### config.mk
export PLATFORM = sky130hd
export DESIGN_NAME = apr_digitizer
export DESIGN_NICKNAME = d
export VERILOG_FILES = /design/src/shared/apr_pkg.sv /design/src/rtl/apr_digitizer.sv
export VERILOG_INCLUDE_DIRS = /design/src /design/src/shared
export SDC_FILE = /design/constraint.sdc
export NUM_CORES = 1
export LEC_CHECK = 0
export BUFFER_PORTS_ARGS = -buffer_cell sky130_fd_sc_hd__buf_2
export CAP_MARGIN = 20
export CORE_MARGIN = 2
export CORE_UTILIZATION = 36
export CTS_BUF_LIST = sky130_fd_sc_hd__clkbuf_16
export DETAILED_ROUTE_END_ITERATION = 12
export GPL_ROUTABILITY_DRIVEN = 0
export PLACE_DENSITY = 0.66
export SLEW_MARGIN = 5
export SYNTH_ARGS = -nofsm -noshare
export SYNTH_HDL_FRONTEND = slang
export SYNTH_SLANG_ARGS = --single-unit
### constraint.sdc
create_clock -name clk_i -period 1.45 [get_ports clk_i]
set_input_delay 0.145 -clock clk_i [delete_from_list [all_inputs] [get_ports clk_i]]
set_output_delay 0.145 -clock clk_i [all_outputs]
set_load 0.005 [all_outputs]
### src/shared/apr_map.svh
// Named constants for the accelerometer pulse rebalance digitizer.
`ifndef APR_MAP_SVH
`define APR_MAP_SVH

// Default counter capacity in counts; the reset point is half of it.
`define APR_CNT_CAP 16
// Sample strobe width as supplied by the computer, in nanoseconds.
`define APR_STROBE_NS 3000
// System clock rate in megahertz.
`define APR_CLK_MHZ 50
// Nominal strobe width in clock cycles, rounded up.
`define APR_STROBE_CYC ((`APR_STROBE_NS * `APR_CLK_MHZ + 999) / 1000)
// Direction held by the latch and torque flip-flop after reset.
`define APR_DIR_RST apr_pkg::APR_NEG
// Depth of the comparator input synchroniser.
`define APR_SYNC_DEPTH 3

`endif

### src/shared/apr_pkg.sv
// Types shared by the accelerometer pulse rebalance digitizer.
`default_nettype none
package apr_pkg;

   // Sign held by the interrogator latch and the torque-direction flip-flop.
   typedef enum logic {
      APR_NEG,
      APR_POS
   } apr_dir_e;

   // A positive and a negative line that travel together.
   typedef struct packed {
      logic pos;
      logic neg;
   } apr_pair_s;

endpackage : apr_pkg
`default_nettype wire

### src/rtl/apr_digitizer.sv
// Interrogator, torque-direction flip-flop and forward-backward counter of one accelerometer loop.
//
// Overview of operation
// - Zero phase gives positive, pi negative set.
// - Latch set/reset by comparator ANDed strobe.
// - Positive and negative set pulses never together.
// - Data pulse marks each strobe leading edge.
// - Direction holds on same-sign set pulses.
// - Opposite-sign set pulse flips direction.
// - Direction alone selects the driven coil.
// - Data pulse gated by direction gives velocity.
// - Counter counts up positive, down negative.
// - Balanced three-three pattern gives no increments.
// - Counter overflow emits velocity increment pulses.
// - Strobe timing synchronous to the system clock.
`timescale 1ns/10ps
`default_nettype none
`include "apr_map.svh"

module apr_digitizer #(
   parameter int unsigned CNT_CAP = `APR_CNT_CAP
) (
   input wire logic clk_i,
   input wire logic reset_i,
   input wire logic zero_phase_i,
   input wire logic pi_phase_i,
   input wire logic sample_strobe_i,
   output apr_pkg::apr_pair_s torque_set_o,
   output logic data_pulse_o,
   output apr_pkg::apr_pair_s coil_o,
   output apr_pkg::apr_pair_s velocity_o,
   output apr_pkg::apr_pair_s increment_o
);
   import apr_pkg::*;

   localparam int unsigned CNT_W = (CNT_CAP > 2) ? $clog2(CNT_CAP) : 1;
   localparam logic [CNT_W-1:0] CNT_MAX = CNT_W'(CNT_CAP - 1);
   localparam logic [CNT_W-1:0] CNT_MID = CNT_W'(CNT_CAP / 2);
   localparam logic [CNT_W-1:0] CNT_ONE = CNT_W'(1);
   localparam logic [CNT_W-1:0] CNT_MIN = CNT_W'(0);
   localparam int STROBE_CYC = `APR_STROBE_CYC;
   localparam int unsigned RUN_W = $clog2(STROBE_CYC + 1);
   localparam logic [RUN_W-1:0] RUN_MAX = RUN_W'(STROBE_CYC);
   localparam logic [RUN_W-1:0] RUN_ONE = RUN_W'(1);

   // Turns a direction and a gate into the pair of positive and negative lines.
   function automatic apr_pair_s pair_of(input apr_dir_e dir, input logic gate);
      apr_pair_s p;
      p.pos = gate && (dir == APR_POS);
      p.neg = gate && (dir == APR_NEG);
      return p;
   endfunction : pair_of

   logic [1:0] cmp_raw;
   logic [1:0] cmp_lvl_ff;
   logic strobe_d_ff;
   logic strobe_rise;
   apr_dir_e latch_ff;
   apr_dir_e nxt_latch;
   apr_pair_s set_ff;
   logic data_ff;
   apr_dir_e dir_ff;
   apr_dir_e nxt_dir;
   apr_pair_s vel_ff;
   logic [CNT_W-1:0] cnt_ff;
   apr_pair_s inc_ff;
   logic [RUN_W-1:0] strobe_run_ff;

   assign cmp_raw = {pi_phase_i, zero_phase_i};

   // The comparators are analog levels with no timing relation to the clock,
   // so each passes three stages and a new level counts only once the last
   // two stages agree; this also rejects a single-cycle glitch.
   for (genvar g = 0; g < 2; g++) begin : g_sync
      logic [`APR_SYNC_DEPTH-1:0] sync_ff;
      always_ff @(posedge clk_i) begin
         if (reset_i) begin
            sync_ff <= '0;
         end else begin
            sync_ff <= {sync_ff[`APR_SYNC_DEPTH-2:0], cmp_raw[g]};
         end
      end
      always_ff @(posedge clk_i) begin
         if (reset_i) begin
            cmp_lvl_ff[g] <= 1'b0;
         end else if (sync_ff[`APR_SYNC_DEPTH-2] == sync_ff[`APR_SYNC_DEPTH-1]) begin
            cmp_lvl_ff[g] <= sync_ff[`APR_SYNC_DEPTH-1];
         end
      end
   end

   // The strobe is made from the same clock by the computer, so it is used
   // directly; a synchroniser here would only skew it against the reference.
   always_ff @(posedge clk_i) begin
      if (reset_i) begin
         strobe_d_ff <= 1'b0;
      end else begin
         strobe_d_ff <= sample_strobe_i;
      end
   end

   assign strobe_rise = sample_strobe_i && !strobe_d_ff;

   // Length of the present strobe in cycles, saturating at the nominal width.
   // It only feeds the checks, so a strobe of any width is still accepted.
   always_ff @(posedge clk_i) begin
      if (reset_i) begin
         strobe_run_ff <= '0;
      end else if (!sample_strobe_i) begin
         strobe_run_ff <= '0;
      end else if (strobe_run_ff != RUN_MAX) begin
         strobe_run_ff <= strobe_run_ff + RUN_ONE;
      end
   end

   // Interrogator latch: the zero-phase gate sets it, the pi-phase gate resets
   // it. Both comparators cannot be in their window at once in a working loop;
   // if they are, the latch keeps its value rather than guessing.
   always_comb begin
      nxt_latch = latch_ff;
      if (sample_strobe_i && cmp_lvl_ff[0] && !cmp_lvl_ff[1]) begin
         nxt_latch = APR_POS;
      end else if (sample_strobe_i && cmp_lvl_ff[1] && !cmp_lvl_ff[0]) begin
         nxt_latch = APR_NEG;
      end
   end

   // Latch state.
   always_ff @(posedge clk_i) begin
      if (reset_i) begin
         latch_ff <= `APR_DIR_RST;
      end else begin
         latch_ff <= nxt_latch;
      end
   end

   // One set pulse per strobe, through the gate that the latch enables, so
   // only one of the two can ever fire.
   always_ff @(posedge clk_i) begin
      if (reset_i) begin
         set_ff <= '0;
      end else begin
         set_ff <= pair_of(nxt_latch, strobe_rise);
      end
   end

   // Data pulse, the differentiated strobe: one cycle per leading edge.
   always_ff @(posedge clk_i) begin
      if (reset_i) begin
         data_ff <= 1'b0;
      end else begin
         data_ff <= strobe_rise;
      end
   end

   // Torque-direction flip-flop follows only a pulse of the other sign.
   always_comb begin
      nxt_dir = dir_ff;
      if (set_ff.pos) begin
         nxt_dir = APR_POS;
      end else if (set_ff.neg) begin
         nxt_dir = APR_NEG;
      end
   end

   // Direction state.
   always_ff @(posedge clk_i) begin
      if (reset_i) begin
         dir_ff <= `APR_DIR_RST;
      end else begin
         dir_ff <= nxt_dir;
      end
   end

   // Velocity pulses use the direction as updated by the same strobe, so the
   // pulse sign always matches the coil that carries current from then on.
   always_ff @(posedge clk_i) begin
      if (reset_i) begin
         vel_ff <= '0;
      end else begin
         vel_ff <= pair_of(nxt_dir, data_ff);
      end
   end

   // Forward-backward counter. It wraps at either end after reporting, so a
   // long run in one direction gives one increment per full capacity of counts.
   always_ff @(posedge clk_i) begin
      if (reset_i) begin
         cnt_ff <= CNT_MID;
      end else if (vel_ff.pos) begin
         cnt_ff <= (cnt_ff == CNT_MAX) ? CNT_MIN : cnt_ff + CNT_ONE;
      end else if (vel_ff.neg) begin
         cnt_ff <= (cnt_ff == CNT_MIN) ? CNT_MAX : cnt_ff - CNT_ONE;
      end
   end

   // Increment pulses appear only at the ends of the range; a balanced
   // three-up, three-down pattern from the midpoint never counts past them.
   always_ff @(posedge clk_i) begin
      if (reset_i) begin
         inc_ff <= '0;
      end else begin
         inc_ff.pos <= vel_ff.pos && (cnt_ff == CNT_MAX);
         inc_ff.neg <= vel_ff.neg && (cnt_ff == CNT_MIN);
      end
   end

   // Outputs; the coil select is a decode of the direction flip-flop only.
   assign torque_set_o = set_ff;
   assign data_pulse_o = data_ff;
   assign coil_o = pair_of(dir_ff, 1'b1);
   assign velocity_o = vel_ff;
   assign increment_o = inc_ff;
endmodule : apr_digitizer
`default_nettype wire

**After elaboration in Yosys (flattened, before gate mapping)**

Cells that the tools add are included.

- Add/sub/neg operators: 2
- Equality and inequality tests: 3
- Mux-type cells: 8
- Bitwise gates (word level): 3
- Reduce and logical (&&, ||, !) cells: 16

Operators by type and width:

| cell | count |
|---|---|
| $mux 4 | 4 |
| $logic_and 1x1->1 | 11 |
| $add 4x1->4 const B | 1 |
| $eq 4x4->1 const B | 1 |
| $logic_not 4->1 | 1 |
| $mux 1 | 4 |
| $sub 4x1->4 const B | 1 |
| $logic_not 1->1 | 3 |
| $not 1->1 | 3 |
| $eq 1x1->1 | 2 |
| $reduce_bool 2->1 | 1 |

- Register bits: 22
- Output and inout bits: 9
- Logic and storage cells: 47

**Longest topological paths before layout**

- Word-level depth: 6
- Gate-level depth with buffers: 6
- Mapped depth without buffers: 6

**Least setup slack after synthesis**

OpenSTA, ideal clock, no wires.

- Path kind: reg-to-reg
- Start point: reg cnt_ff[0]
- End point: reg cnt_ff[3]
- Arrival time: 1.030 ns
- Required time: 1.325 ns
- Path slack: 0.295 ns
- Stages on the path, launching flop included: 7
- Buffers on the path: 0
- Cell sequence: dfxtp_1 inv_2 ha_1 nor3_1 o21ai_0 o41ai_1 o2bb2ai_1

- Word-level cells in the longest chain between the ends: 4

RTL lines:

| element | RTL line | text |
|---|---|---|
| from (decl) | apr_digitizer.sv:65 | `logic [CNT_W-1:0] cnt_ff;` |
| from (signal assigned) | apr_digitizer.sv:191 | `cnt_ff <= (cnt_ff == CNT_MAX) ? CNT_MIN : cnt_ff + CNT_ONE;` |
| from (signal assigned) | apr_digitizer.sv:193 | `cnt_ff <= (cnt_ff == CNT_MIN) ? CNT_MAX : cnt_ff - CNT_ONE;` |
| $sub 4x1->4 / $logic_not 4->1 (equally long branches) | apr_digitizer.sv:193 |  |
| $mux 4 | apr_digitizer.sv:193 |  |
| $mux 4 | apr_digitizer.sv:192 | `end else if (vel_ff.neg) begin` |
| $mux 4 * | apr_digitizer.sv:190 | `end else if (vel_ff.pos) begin` |

Mark *: on every way between the ends. The rest lies on a longest branch, timed or not. The select of a mux whose other input is x is not followed.
A chain may end at the register's enable or synchronous reset.

**Final worst setup path**

- Start point: reg cnt_ff[0]
- End point: reg cnt_ff[1]

Same word-level chain as after synthesis.

==> impl_metrics.toml <==
[yosys]
synth_fp_nets = 92
syn-cell-area_um2 = 833.3
synth_flop_cell = "dfxtp_1"
synthTopCellsByArea = "dfxtp_1 53%, nor2b_1 6.8%, a21oi_1 4.8%, nor2_1 4.1%, ha_1 3.0%"
yosys_register_bits = 22
synth.distinct_cells = 25
yosysWarnings = 0
async_flop_share_pct = 0
synth_largest_area_cell = "dfxtp_1"
syn_avg_cell_area_um2 = 9.804
synth_top_area_share_pct = 52.85
synth.most_common_cell = "dfxtp_1"
yosysSeqAreaShare_pct = 52.85
synth_edf_count = 0
synth_commonest_cells = "22 x dfxtp_1, 9 x nor2_1, 9 x nor2b_1"
netlist_instances = 85

[critical_path]
end_kind = "flop"
path_max_fanout = 5
crit_path_cell_trace = "inv_2, ha_1, a221oi_1, nor2_1"
required_ps = 1580
worst-path-buf-inv = 1
critical_path.top_delay_family = "flip-flops"
crit_type = "flop to flop"
arrival_ps = 1430
worstSetupStartpointType = "flop"
cp_slowest_cell = "dfxtp_1"
slowest_delay_ps = 400

[global_route]
grt_usage_pct = 11.76
grt_pass1_vias = 602
antenna_found_initial = 0
grt_overflow_total = 0
grt_pass1_wl_um = 2304
grt_max_degree = 21

[placed_design]
post-dp-hpwl_um = 917
io_buffers = 13

[floorplanning]
core_um2 = 2191
io_pins = 14
die_area_um2 = 2715
die_x_um = 52.11
initial_utilization_pct = 38.04
die_h_um = 52.11
rows = 17

[clock_network]
cts_buffers = 3
clock_latency_ps = 250
cts_max_level = 1
cts_tree = "built"
cts_setup_buffers = 0
clkSinkCount = 22
clk_pin_slew_worst_paths_ps = 60
ctsRootBufferMaster = "clkbuf_16"
postCtsHoldBufs = 0
cts_resized = 0
clock_path_buffers = 2

[pwr]
ir_worst_vdd_mv = 0.7876
p_sw_uw = 254.9
clkPwrFrac_pct = 51.7
cellPowerDensity_nw_per_um2 = 1446
intPower_mw = 1.204
combPwrFrac_pct = 4.6
p_sw_share_pct = 17.47
seqPwrFrac_pct = 43.7
leakage_nw = 0.4250

[timing]
finalHoldViolCount = 0
drv_slew = 0
period_minus_slack_ps = 1294
hold_ws_ps = 101.9
clock_skew_ps = 3.306
tightest_slew_ps = 342.1
rsz0062_at_grt = "false"
relSlewSlack_pct = 77.19
finalCritPeriodShare_pct = 89.23
fin_setup_tns_ps = 0
max_clock_freq_mhz = 772.9
setup_viol_count_final = 0

[run]
cap_violations = 0

[final_layout]
nNetsFinal = 107
fin_util_pct = 46.03
diodes = 0
area_growth_pct = 21.02
drive_gt1_share_pct = 21.21

[route]
wire_per_inst_um = 10.30
drc = 0
drt-initial-drc-count = 3
drt_first_pass_iters = 2
routed_wl_um = 1308
vias = 590
ant_nets = 0
via_per_inst = 4.646

[status]
status = "finished, final reports clean"

[hold_path]
hold_path.class = "input port to flop"
final timing paths:
path | end | from | slack [ps] | depth (start not counted)
worst max-delay path | cnt_ff[1] | cnt_ff[0] | 160 | 4
worst min-delay path | g_sync[0].sync_ff[0] | zero_phase_i | 100 | 2
worst max register to register | cnt_ff[1] | cnt_ff[0] | 160 | 4
worst min register to register | torque_set_o[0] | strobe_d_ff | 410 | 1
registers in the layout, summed over array words and instances (netlist names):
register / cells
dir_ff: 1
latch_ff: 1
g_sync.sync_ff: 6
cmp_lvl_ff: 2
velocity_o: 2
strobe_d_ff: 1
increment_o: 2
cnt_ff: 4
data_pulse_o: 1
torque_set_o: 2
placed cells by master, fill, tap and decap left out:
| cell | count |
|---|---|
| ha_1 | 2 |
| nand2_1 | 4 |
| nor2b_1 | 9 |
| and3b_1 | 1 |
| inv_2 | 2 |
| o21ai_0 | 4 |
| clkbuf_16 | 3 |
| inv_1 | 4 |
| dfxtp_1 | 22 |
| nand2b_4 | 1 |
| nor3_1 | 2 |
| xnor2_1 | 2 |
| o41ai_1 | 1 |
| and2b_1 | 1 |
| a221oi_1 | 1 |
| a21boi_1 | 1 |
| and2_1 | 1 |
| buf_2 | 13 |
| a21oi_1 | 8 |
| nor4b_1 | 1 |
| bufinv_16 | 1 |
| nor3b_1 | 2 |
| o2bb2ai_1 | 1 |
| nor2_1 | 9 |
| o41ai_2 | 1 |
| nand2b_1 | 2 |
cell families (layout without fill, tap and decap cells):
family          count (synthesis)  in the layout  share of synthesized area, %
flops                          22             22                         52.85
simple gates                   33             33                         22.52
compound gates                 17             17                         13.21
fa+ha+maj                       2              2                         3.003
buf+inv                         9             23                         6.306
xor+xnor                        2              2                         2.102
per-layer routing:
layer / share of wire [%] / routed length [um] / vias up / GRT usage (%)
li1: - / - / 307 / -
met1: 40 / 523 / 273 / 9.857
met2: 54 / 712 / 10 / 23.21
met3: 5.5 / 72 / 0 / 5.172
met4: 0 / 0 / 0 / 4.825
met5: 0 / 0 / - / 0
stage by stage:
stage	setup slack (ps)	instance area (um^2)	power (mW)	cells
floorplan	295.4	833.3	0.7022	85
global placement	202.8	903.4	0.7159	123
detailed placement	151.0	903.4	0.7184	123
CTS	133.1	1008	1.485	127
global route	53.89	1008	1.509	127
finish	156.1	1008	1.459	127
cell type report:
type | count | area [um^2]
multi-input cells | 54 | 340.3
clock buffers | 3 | 75.07
flip-flops and latches | 22 | 440.4
clock inverters | 1 | 30.03
inverters | 6 | 22.52
well taps | 28 | 35.03
fillers | 226 | 1182
repair buffers | 13 | 65.06
power by group through the flow:
stage / sequential (mW) / combinational (mW) / clock, mW
finish: 0.638 / 0.0673 / 0.754
global route: 0.640 / 0.0766 / 0.791
CTS: 0.638 / 0.0684 / 0.779
detailed placement: 0.651 / 0.0677 / 0
global placement: 0.650 / 0.0658 / 0
floorplan: 0.649 / 0.0533 / 0
No activity file was read; power rests on OpenSTA's default activity.
